File: src/awm_pkg.sv
/*
 * constants, types and register map of the amplifier watchdog monitor.
 * assumes a 100 MHz clock and an 8-bit register port with byte-wide registers.
 */
//
// Contract
// - supervision runs only while the enable bit is 1, which is its value after reset.
// - a timeout is declared when no kick edge comes within 5, 20, 35 or 50 ms, as the interval select picks.
// - rising and falling kick pin edges both count as valid edges.
// - action 00 neither mutes nor shuts down and leaves the boost voltage alone.
// - action 01 shuts the amplifier down to high impedance and sends the boost to bypass.
// - action 10 mutes, instantly or by soft ramp, and sends the boost to bypass.
// - action 11 applies the fallback gain code instead of the normal gain code.
// - the soft mute steps 0.5 dB per 1 to 64 samples, code 000 meaning no ramp.
package awm_pkg;

  // ****************************************
  // register map
  // ****************************************
  localparam logic [7:0] ADDR_CTRL = 8'h20;
  localparam logic [7:0] ADDR_FBG  = 8'h21;
  localparam logic [7:0] ADDR_STS  = 8'h22;
  localparam logic [7:0] ADDR_MASK = 8'h23;

  localparam int unsigned EN_BIT   = 7;
  localparam int unsigned SEL_LSB  = 4;
  localparam int unsigned RESP_LSB = 0;
  localparam int unsigned STS_TMO  = 0;
  localparam int unsigned STS_LIVE = 7;

  localparam logic       RST_EN   = 1'b1;
  localparam logic [1:0] RST_SEL  = 2'h2;
  localparam logic [1:0] RST_RESP = 2'h2;
  localparam logic [7:0] RST_FBG  = 8'h28;
  localparam logic [7:0] RST_MASK = 8'h00;
  localparam logic [7:0] GAIN_MUTE = 8'hFF;

  // ****************************************
  // timing
  // ****************************************
  localparam int unsigned CLK_PERIOD_NS = 10;
  localparam int unsigned T_IV0_US = 5000;
  localparam int unsigned T_IV1_US = 20000;
  localparam int unsigned T_IV2_US = 35000;
  localparam int unsigned T_IV3_US = 50000;
  localparam int unsigned CNT_W    = 23;
  localparam int unsigned DIV_W    = 7;

  // ****************************************
  // types
  // ****************************************
  typedef enum logic [1:0] {
    AWM_IDLE  = 2'b00,
    AWM_WATCH = 2'b01,
    AWM_TRIP  = 2'b11
  } awm_state_e;

  typedef enum logic [1:0] {
    ACT_NONE = 2'b00,
    ACT_SHUT = 2'b01,
    ACT_MUTE = 2'b10,
    ACT_FALL = 2'b11
  } awm_resp_e;

  typedef struct packed {
    logic amp_hiz;
    logic boost_bypass;
    logic mute;
    logic fallback;
  } awm_action_s;

endpackage

File: src/awm_watchdog.sv
/*
 * watchdog monitor: supervises the kick pin and applies the timeout action.
 * assumes kick_input_pin_i is asynchronous; all other inputs share clk_i.
 */
`timescale 1ns/100ps
module awm_watchdog import awm_pkg::*; #(
  parameter int unsigned IV0_CYC = T_IV0_US * 1000 / CLK_PERIOD_NS,
  parameter int unsigned IV1_CYC = T_IV1_US * 1000 / CLK_PERIOD_NS,
  parameter int unsigned IV2_CYC = T_IV2_US * 1000 / CLK_PERIOD_NS,
  parameter int unsigned IV3_CYC = T_IV3_US * 1000 / CLK_PERIOD_NS
) (
  input  wire logic        clk_i,
  input  wire logic        sys_rst_i,
  input  wire logic [7:0]  addr_i,
  input  wire logic [7:0]  wdata_i,
  input  wire logic        wr_i,
  input  wire logic        rd_i,
  output logic      [7:0]  rdata_o,
  input  wire logic        kick_input_pin_i,
  input  wire logic [2:0]  gain_ramp_setting_i,
  input  wire logic        sample_tick_i,
  input  wire logic [7:0]  volume_code_i,
  output awm_action_s      action_o,
  output logic      [7:0]  gain_code_o,
  output logic             irq_o
);

  // ****************************************
  // functions
  // ****************************************
  // last count value of the selected interval
  function automatic logic [CNT_W-1:0] lim_of(input logic [1:0] s);
    int unsigned c;
    unique case (s)
      2'h0: c = IV0_CYC;
      2'h1: c = IV1_CYC;
      2'h2: c = IV2_CYC;
      2'h3: c = IV3_CYC;
    endcase
    return CNT_W'(c - 1);
  endfunction

  // samples per soft mute step, less one
  function automatic logic [DIV_W-1:0] div_of(input logic [2:0] r);
    return (r == 3'h0) ? '0 : DIV_W'((1 << (r - 3'h1)) - 1);
  endfunction

  // ****************************************
  // registers
  // ****************************************
  logic             en_q;
  logic [1:0]       sel_q;
  logic [1:0]       resp_q;
  logic [7:0]       fbg_q;
  logic [7:0]       mask_q;
  logic [7:0]       sts_q;
  logic [7:0]       rdata_q;
  logic             en_prev_q;
  logic [2:0]       kick_q;
  logic [CNT_W-1:0] cnt_q;
  logic [DIV_W-1:0] div_q;
  logic [7:0]       mgain_q;
  logic [7:0]       gain_q;
  awm_action_s      act_q;
  awm_state_e       state_q;
  awm_state_e       state_d;

  logic wr_ctrl;
  logic kick_edge;
  logic restart;
  logic expire;
  logic trip_evt;
  logic tripped;

  assign wr_ctrl   = wr_i && (addr_i == ADDR_CTRL);
  // either direction of the pin is a kick
  assign kick_edge = kick_q[2] ^ kick_q[1];
  assign restart   = kick_edge || (en_q && !en_prev_q);
  // at or past the limit, so a shorter interval written mid-count still trips
  assign expire    = (cnt_q >= lim_of(sel_q)) && !restart;
  assign trip_evt  = (state_q == AWM_WATCH) && expire;
  assign tripped   = (state_q == AWM_TRIP);

  // control register
  always_ff @(posedge clk_i) begin
    if (sys_rst_i) begin
      en_q   <= RST_EN;
      sel_q  <= RST_SEL;
      resp_q <= RST_RESP;
    end else if (wr_ctrl) begin
      en_q   <= wdata_i[EN_BIT];
      sel_q  <= wdata_i[SEL_LSB +: 2];
      resp_q <= wdata_i[RESP_LSB +: 2];
    end
  end

  // fallback gain and mask registers
  always_ff @(posedge clk_i) begin
    if (sys_rst_i) begin
      fbg_q  <= RST_FBG;
      mask_q <= RST_MASK;
    end else if (wr_i) begin
      if (addr_i == ADDR_FBG) begin
        fbg_q <= wdata_i;
      end
      if (addr_i == ADDR_MASK) begin
        mask_q <= wdata_i & 8'h01;
      end
    end
  end

  // sticky status, set wins over write-one-to-clear
  always_ff @(posedge clk_i) begin
    if (sys_rst_i) begin
      sts_q <= 8'h00;
    end else begin
      sts_q[STS_TMO] <= trip_evt ||
        (sts_q[STS_TMO] && !(wr_i && addr_i == ADDR_STS && wdata_i[STS_TMO]));
    end
  end

  assign irq_o = |(sts_q & mask_q);

  // read data, one cycle after the strobe
  always_ff @(posedge clk_i) begin
    if (sys_rst_i) begin
      rdata_q <= 8'h00;
    end else if (rd_i) begin
      unique case (addr_i)
        ADDR_CTRL: rdata_q <= {en_q, 1'b0, sel_q, 2'b00, resp_q};
        ADDR_FBG:  rdata_q <= fbg_q;
        ADDR_STS:  rdata_q <= {tripped, 6'h00, sts_q[STS_TMO]};
        ADDR_MASK: rdata_q <= mask_q;
        default:   rdata_q <= 8'h00;
      endcase
    end else begin
      rdata_q <= 8'h00;
    end
  end

  assign rdata_o = rdata_q;

  // ****************************************
  // kick pin and interval counter
  // ****************************************
  // two-stage synchroniser plus edge history
  always_ff @(posedge clk_i) begin
    if (sys_rst_i) begin
      kick_q    <= 3'h0;
      en_prev_q <= 1'b0;
    end else begin
      kick_q    <= {kick_q[1:0], kick_input_pin_i};
      en_prev_q <= en_q;
    end
  end

  // interval counter, measured from the latest edge
  always_ff @(posedge clk_i) begin
    if (sys_rst_i) begin
      cnt_q <= '0;
    end else if (state_q != AWM_WATCH || restart) begin
      cnt_q <= '0;
    end else if (!expire) begin
      cnt_q <= cnt_q + CNT_W'(1);
    end
  end

  // supervision state
  always_comb begin
    state_d = state_q;
    unique case (state_q)
      AWM_IDLE:  if (en_q) state_d = AWM_WATCH;
      AWM_WATCH: if (expire) state_d = AWM_TRIP;
      AWM_TRIP:  if (kick_edge) state_d = AWM_WATCH;
      default:   state_d = AWM_IDLE;
    endcase
    if (!en_q) begin
      state_d = AWM_IDLE;
    end
  end

  always_ff @(posedge clk_i) begin
    if (sys_rst_i) begin
      state_q <= AWM_IDLE;
    end else begin
      state_q <= state_d;
    end
  end

  // ****************************************
  // timeout actions
  // ****************************************
  // action levels held while tripped
  always_ff @(posedge clk_i) begin
    if (sys_rst_i) begin
      act_q <= '0;
    end else begin
      act_q.amp_hiz      <= tripped && resp_q == ACT_SHUT;
      act_q.boost_bypass <= tripped && (resp_q == ACT_SHUT || resp_q == ACT_MUTE);
      act_q.mute         <= tripped && resp_q == ACT_MUTE;
      act_q.fallback     <= tripped && resp_q == ACT_FALL;
    end
  end

  assign action_o = act_q;

  // soft mute ramp, one step per 2^(n-1) samples
  always_ff @(posedge clk_i) begin
    if (sys_rst_i || !(tripped && resp_q == ACT_MUTE)) begin
      div_q   <= '0;
      mgain_q <= (gain_ramp_setting_i == 3'h0) ? GAIN_MUTE : volume_code_i;
    end else if (sample_tick_i && mgain_q != GAIN_MUTE) begin
      if (div_q == div_of(gain_ramp_setting_i)) begin
        div_q   <= '0;
        mgain_q <= mgain_q + 8'h01;
      end else begin
        div_q <= div_q + DIV_W'(1);
      end
    end
  end

  // gain code handed to the volume path
  always_ff @(posedge clk_i) begin
    if (sys_rst_i) begin
      gain_q <= 8'h00;
    end else if (act_q.fallback) begin
      gain_q <= fbg_q;
    end else if (act_q.mute) begin
      gain_q <= mgain_q;
    end else begin
      gain_q <= volume_code_i;
    end
  end

  assign gain_code_o = gain_q;
endmodule

File: config.mk
export PLATFORM = sky130hd
export DESIGN_NAME = awm_watchdog
export DESIGN_NICKNAME = d
export VERILOG_FILES = /design/src/awm_pkg.sv /design/src/awm_watchdog.sv
export SDC_FILE = /design/constraint.sdc
export NUM_CORES = 1
export LEC_CHECK = 0
export ABC_AREA = 1
export BUFFER_PORTS_ARGS = -buffer_cell sky130_fd_sc_hd__buf_2
export CAP_MARGIN = 20
export CORE_ASPECT_RATIO = 1.75
export CORE_MARGIN = 5
export CORE_UTILIZATION = 59
export DETAILED_ROUTE_END_ITERATION = 10
export GPL_TIMING_DRIVEN = 0
export PLACE_DENSITY = 0.8
export SLEW_MARGIN = 25
export SYNTH_ARGS = -nofsm -noshare
export SYNTH_HDL_FRONTEND = slang
export SYNTH_SLANG_ARGS = --single-unit
File: constraint.sdc
create_clock -name clk_i -period 3.1 [get_ports clk_i]
set_input_delay 0.31 -clock clk_i [delete_from_list [all_inputs] [get_ports clk_i]]
set_output_delay 0.31 -clock clk_i [all_outputs]
set_load 0.05 [all_outputs]
==> results.cfg, run 1 <==
[global_routing]
grt_usage_pct = 23.8
grt_pass1_wl_microns = 19000
first_global_vias = 4452
antenna_found_initial = 0
grt_max_degree = 16
gr-total-overflow = 0

[critical_path]
crit_path_end_kind = flip-flop
cp-start-kind = flip-flop
worst-setup-path-type = reg -> reg
arrival_ns = 3.00
worstPathRequired_ns = 3.36
cp_max_fo = 10

[synthesis]
synth-seq-area-share_pct = 35.7
synth_compound_area_share_pct = 11.9
muxShareOfSynthArea_pct = 0
ys_ff_latch = 79
synth_top_area_share_pct = 30.5
synth_most_common_cell = nand2_1
synth_xor_area_share_pct = 5.83
ys_dominant_reg_cell = dfxtp_1
synth-simple-area-share_pct = 28.1
synth_fp_nets = 732
synth_area_leaders = dfxtp_1 (31%), nand2_1 (12%), ha_1 (8.6%)
ys.warnings.count = 0
synth-edff-count = 8
synth_top_cells_by_count = nand2_1 (153), inv_1 (96), dfxtp_1 (71)
synth_area_sq_mm = 0.00466
synthCells = 667
synth_top_family_by_area = simple AND/OR/NAND/NOR gates
async_flop_share_pct = 0
ys_types = 32
avgSynthCellArea_sq_um = 6.99
synthAdderAreaFrac_pct = 8.59
yosysTopAreaCell = dfxtp_1

[place]
dpl.cell_count = 808
gp_congestion = 0.935
hpwl_microns = 9170
portBuffers = 51

[power]
comb_power_share_pct = 7.1
vdd_drop_max_uv = 345
p_int_w = 0.00173
cellPowerDensity_mw_per_mm2 = 423
p_leak_nw = 2.44
seqPwrFrac_pct = 47.1
p_sw_w = 0.000526
clockPowerShare_pct = 45.8
swShare_pct = 23.3

[drt]
avgViaCountPerCell = 5.48
firstDrtPassIters = 5
drt-initial-drc-count = 188
routedWlPerCell_microns = 14.0
ant_nets = 0
drt-total-wl_microns = 11500
drc = 0
vias = 4513

[floorplan]
die-area_sq_mm = 0.00984
fp.dieH_microns = 128
core_area_sq_mm = 0.00780
start_util_pct = 59.7
boundaryPins = 54
fp-row-count = 43
die_w_microns = 77.2

[timing]
fin_crit_sh_pct = 88.2
grt_setup_unrepaired = false
finalCriticalPeriod_ns = 2.74
worst_pin_slew_ns = 0.727
clock_skew_ns = 0.00624
hold_viol = 0
slew-limit-headroom_pct = 51.5
drv_slew = 0
timing.fmax_ghz = 0.366
fin_tns_setup_ns = 0
setup_viol = 0

[run]
maxCapViolCount = 0

[cts]
hold_buffers = 0
cts_tree = done
cts_buffers = 9
clock_path_buffers = 2
root_buffer = clkbuf_16
clkLatencyLatePin_ns = 0.34
clkSlewWorstSetupHoldPaths_ns = 0.06
ctsHtreeMaxLevel = 3
cts.sinks = 79
cts_setup_buffers = 0

[run_status]
status = finished, final reports clean

[hold_path]
hold_path_class = in -> reg

[cells_and_area]
drive_above_1_share_pct = 11.3
nNetsFinal = 794
area_delta_synth_final_pct = 14.2
num_antenna_cells = 0
final_cells = 824
## cell usage in the layout, fill, tap and decap left out, types with 2 or more instances in the layout
cell type / synthesis / layout
o211ai_1: 3 / 3
edfxtp_1: 8 / 8
xnor2_1: 11 / 11
clkbuf_1: 8 / 10
clkinvlp_4: 0 / 2
nand3_1: 49 / 49
dfxtp_1: 71 / 70
a22oi_1: 6 / 6
nand3b_1: 3 / 3
buf_4: 2 / 2
conb_1: 2 / 2
nand2_2: 3 / 3
nor2_2: 2 / 2
inv_1: 96 / 96
ha_1: 32 / 32
o21ai_0: 35 / 35
o22ai_1: 3 / 3
nand4_1: 11 / 11
a21oi_1: 56 / 56
nor2_1: 64 / 64
nand2_1: 153 / 153
nor3_1: 14 / 14
clkbuf_16: 0 / 9
or2_2: 2 / 2
buf_2: 4 / 55
xor2_1: 20 / 20
buf_6: 2 / 2
## area by class of cell
| type | instances | area (sq um) |
|---|---|---|
| multi-input combinational | 475 | 2550 |
| fill | 658 | 2480 |
| sequential | 79 | 1660 |
| inverter | 97 | 364 |
| timing repair buffer | 51 | 255 |
| clock buffer | 11 | 233 |
| tap | 90 | 113 |
| buffer | 16 | 87.6 |
| clock inverter | 5 | 58.8 |
## power by group through the flow
stage | registers (W) | logic, W | clock network (W)
2_1_floorplan | 0.00110 | 0.0000860 | 0
3_3_place_gp | 0.00108 | 0.000153 | 0
3_5_place_dp | 0.00108 | 0.000157 | 0
4_1_cts | 0.00106 | 0.000159 | 0.00105
5_1_grt | 0.00106 | 0.000176 | 0.00110
6_report | 0.00106 | 0.000160 | 0.00103
## worst max-delay path, cell delays in order (launching register included)
cell	delay, ns
dfxtp_2	0.41
inv_1	0.16
ha_1	0.25
nor2_1	0.23
nor2_1	0.10
ha_1	0.30
nand2_1	0.08
inv_1	0.04
nand2_1	0.05
nand2_1	0.05
a21oi_1	0.22
nand4_4	0.23
nand2_2	0.16
buf_4	0.18
nand2_1	0.06
a21oi_1	0.13
## stage by stage
| step | util, % | hold slack (ns) | setup slack (ns) | power, W | cell area (sq um) |
|---|---|---|---|---|---|
| 5_1_grt | 68.2 | 0.202 | 0.0925 | 0.00233 | 5320 |
| 6_report | 68.2 | 0.186 | 0.364 | 0.00225 | 5320 |
| 3_5_place_dp | 64.4 | 0.398 | 0.268 | 0.00124 | 5030 |
| 3_3_place_gp | 64.4 | 0.392 | 0.313 | 0.00123 | 5030 |
| 2_1_floorplan | - | 0.388 | 0.774 | 0.00119 | 4660 |
| 4_1_cts | 68.2 | 0.176 | 0.235 | 0.00227 | 5320 |
## routing by layer
| layer | up-vias | share of wire [%] | track usage (%) | wire length (microns) |
|---|---|---|---|---|
| li1 | 2272 | - | - | - |
| met1 | 2048 | 35 | 20.7 | 3990 |
| met2 | 148 | 56 | 46.8 | 6470 |
| met3 | 45 | 3.8 | 4.58 | 443 |
| met4 | 0 | 5.5 | 16.4 | 631 |
| met5 | - | 0 | 0 | 0 |
## flip-flops by register name, indices dropped and copies added (netlist names), 3 cells and up
name and cells:
cnt_q 23, rdata_o 8, mgain_q 8, action_o 4, kick_q 3, div_q 7
fbg_q 8, gain_code_o 8
## worst paths after layout
kind | cells past startpoint | slack (ns) | startpoint | endpoint
worst max-delay path | 15 | 0.36 | sel_q[0] | cnt_q[18]
worst min-delay path | 3 | 0.19 | kick_input_pin_i | kick_q[0]
worst min register to register | 2 | 0.40 | kick_q[0] | kick_q[1]
worst max register to register | 15 | 0.36 | sel_q[0] | cnt_q[18]
## cells by family after synthesis
| family | after synthesis |
|---|---|
| xor+xnor | 31 |
| other cells | 2 |
| buf+inv | 113 |
| compound gates | 105 |
| simple gates | 305 |
| flops | 79 |
| fa+ha+maj | 32 |
## repair_timing
| action | in CTS | in global routing |
|---|---|---|
| hold endpoints to repair | 0 | 0 |
| gates resized for setup | 0 | 1 |
| setup endpoints to repair | 0 | 20 |
No activity file was read; power rests on OpenSTA's default activity.
==> inputs of run 2 (changes only) <==
--- a/config.mk
+++ b/config.mk
@@ -10,10 +10,10 @@
 export CAP_MARGIN = 20
 export CORE_ASPECT_RATIO = 1.75
 export CORE_MARGIN = 5
-export CORE_UTILIZATION = 59
+export CORE_UTILIZATION = 55
 export DETAILED_ROUTE_END_ITERATION = 10
 export GPL_TIMING_DRIVEN = 0
-export PLACE_DENSITY = 0.8
+export PLACE_DENSITY = 0.76
 export SLEW_MARGIN = 25
 export SYNTH_ARGS = -nofsm -noshare
 export SYNTH_HDL_FRONTEND = slang
==> run 2 against run 1 <==
  * First-iteration DRC count is 1.1% higher
  * Critical path depth stayed put
  * Sequential cell count stayed put
  * Worst hold slack better by 0.0028 ns
  * Core utilization is 3.6 points lower
  * Die area is 6.5% higher
  * Global-route usage is 1.4 points lower
  * Register-to-register slack worse by 0.05 ns
  * Fmax is 1.8% lower
  * Power is 1.7% higher
  * Final cell count is 3.0% higher
  * Routed wire length is 0.44% lower
  * Largest power group is now the clock network
==> results.cfg, run 2 (synthesized netlist as in run 1, its figures left out) <==
[critical_path]
r2r-start = sel_q[0]
critPathMostFrequentCell = nand2_1
r2r_slack_ns = 0.31
r2r_end = cnt_q[9]
cp_max_fo = 10
critPathTopFamily = simple AND/OR/NAND/NOR gates
crit_path_cell_trace = inv_1 -> ha_1 -> nor2_1 -> nor2_1 -> ha_1 -> nand2_1 -> inv_1 -> nand2_1 -> nand2_1 -> a21oi_1 -> nand4_4 -> nand2_2 -> buf_4 -> nand2_1 -> a21oi_1
cp-start-kind = flip-flop
critPathBufInv = 3
ff2ff_path_depth = 15
worstPathRequired_ns = 3.36
critPathMaxStageDelay_ns = 0.42
worst-setup-path-type = reg -> reg
arrival_ns = 3.05
slowest_stage = dfxtp_2
crit_path_end_kind = flip-flop

[power]
vdd_drop_max_uv = 351
p_int_w = 0.00173
p_sw_w = 0.000554
total_power_w = 0.00229
seqPwrFrac_pct = 46.3
p_leak_nw = 2.44
swShare_pct = 24.2
comb_power_share_pct = 6.9
cellPowerDensity_mw_per_mm2 = 426
clockPowerShare_pct = 46.8

[cells_and_area]
nNetsFinal = 794
mostFrequentLayoutCells = nand2_1 (153), inv_1 (96), dfxtp_1 (70)
utilization_pct = 64.6
fill_cells = 744
final_area_sq_mm = 0.00537
num_antenna_cells = 0
drive_above_1_share_pct = 11.6
area_delta_synth_final_pct = 15.2
largest_reg_flops = 23
final_common_cell = nand2_1
top_register = cnt_q

[timing]
clock_skew_ns = 0.00515
timing.fmax_ghz = 0.359
fin_crit_sh_pct = 89.9
worst_pin_slew_ns = 0.728
setup_viol = 0
drv_slew = 0
hold_viol = 0
finalCriticalPeriod_ns = 2.79
fin_tns_setup_ns = 0
hold_slack_ns = 0.189
grt_setup_unrepaired = false
slew-limit-headroom_pct = 51.5

[global_routing]
grt_max_degree = 16
grt_usage_pct = 22.5
gr-total-overflow = 0
antenna_found_initial = 0
first_global_vias = 4268
grt_pass1_wl_microns = 18800

[floorplan]
fp.dieH_microns = 132
die_w_microns = 79.6
boundaryPins = 54
fp-row-count = 44
die-area_sq_mm = 0.0105
start_util_pct = 56.1
core_area_sq_mm = 0.00831

[drt]
routedWlPerCell_microns = 13.5
vias = 4449
routed.top_layer = met4
met1Wirelength_microns = 4070
ant_nets = 0
firstDrtPassIters = 5
met2_length_microns = 6410
drt-total-wl_microns = 11500
drt-initial-drc-count = 190
wl_met3_microns = 392
avgViaCountPerCell = 5.24
drc = 0

[place]
portBuffers = 51
gp_congestion = 0.948
hpwl_microns = 9280
placed_cell_area_sq_mm = 0.00506

[hold_path]
hp-start = kick_input_pin_i
hold_path_class = in -> reg
whs_path_depth = 3
hold_end = kick_q[0]

[run]
maxCapViolCount = 0

[cts]
cts_buffers = 9
cts_setup_buffers = 0
root_buffer = clkbuf_16
cts.sinks = 79
clkLatencyLatePin_ns = 0.34
clock_path_buffers = 2
ctsHtreeMaxLevel = 3
cts_tree = done
clkSlewWorstSetupHoldPaths_ns = 0.06

[run_status]
status = finished, final reports clean
==> run 2: worst max-delay path by stage <==
stage | from | end | slack [ns] | cells after the start
2_1_floorplan | sel_q[0] | cnt_q[10] | 0.77 | 15
3_3_place_gp | sel_q[0] | cnt_q[9] | 0.27 | 15
3_5_place_dp | sel_q[0] | cnt_q[9] | 0.20 | 15
4_1_cts | sel_q[0] | cnt_q[9] | 0.17 | 15
5_1_grt | sel_q[0] | cnt_q[16] | 0.03 | 15
6_report | sel_q[0] | cnt_q[9] | 0.31 | 15
==> run 2: metrics by stage <==
| stage | cells | setup slack (ns) |
|---|---|---|
| floorplan | 667 | 0.774 |
| global placement | 833 | 0.275 |
| detailed placement | 833 | 0.199 |
| CTS | 849 | 0.172 |
| global route | 849 | 0.0316 |
| finish | 849 | 0.315 |
==> run 2: repair_timing <==
action / 4_1_cts / 5_1_grt
hold buffers: 0 / 0
setup endpoints to repair: 0 / 20
endpoints found under the hold margin: 0 / 0
gates resized for setup: 0 / 1
==> run 2: power by group through the flow <==
| stage | logic (W) | clock network (W) | registers [W] |
|---|---|---|---|
| floorplan | 0.0000860 | 0 | 0.00110 |
| global placement | 0.000153 | 0 | 0.00108 |
| detailed placement | 0.000157 | 0 | 0.00108 |
| CTS | 0.000158 | 0.00108 | 0.00106 |
| global route | 0.000177 | 0.00113 | 0.00106 |
| finish | 0.000158 | 0.00107 | 0.00106 |
==> run 2: area by class of cell <==
cell class | count | area (sq um) | area share (%)
clock buffers | 9 | 225 | 4.20
well taps | 115 | 144 | 2.68
multi-input cells | 475 | 2550 | 47.4
repair buffers | 51 | 255 | 4.76
flip-flops and latches | 79 | 1660 | 31.0
inverters | 97 | 364 | 6.78
plain buffers | 16 | 87.6 | 1.63
clock inverters | 7 | 81.3 | 1.52
==> run 2: worst register-to-register path, stage by stage (launching register included) <==
cell and delay (ns):
dfxtp_2 0.42, inv_1 0.18, ha_1 0.25, nor2_1 0.21, nor2_1 0.09, ha_1 0.30
nand2_1 0.09, inv_1 0.05, nand2_1 0.06, nand2_1 0.04, a21oi_1 0.22, nand4_4 0.25
nand2_2 0.17, buf_4 0.18, nand2_1 0.07, a21oi_1 0.13
==> run 2: per-layer routing <==
layer	up-vias	GRT usage, %
met5	-	0
met4	0	13.9
met3	48	3.35
met2	112	43.5
met1	2022	20.9
li1	2267	-
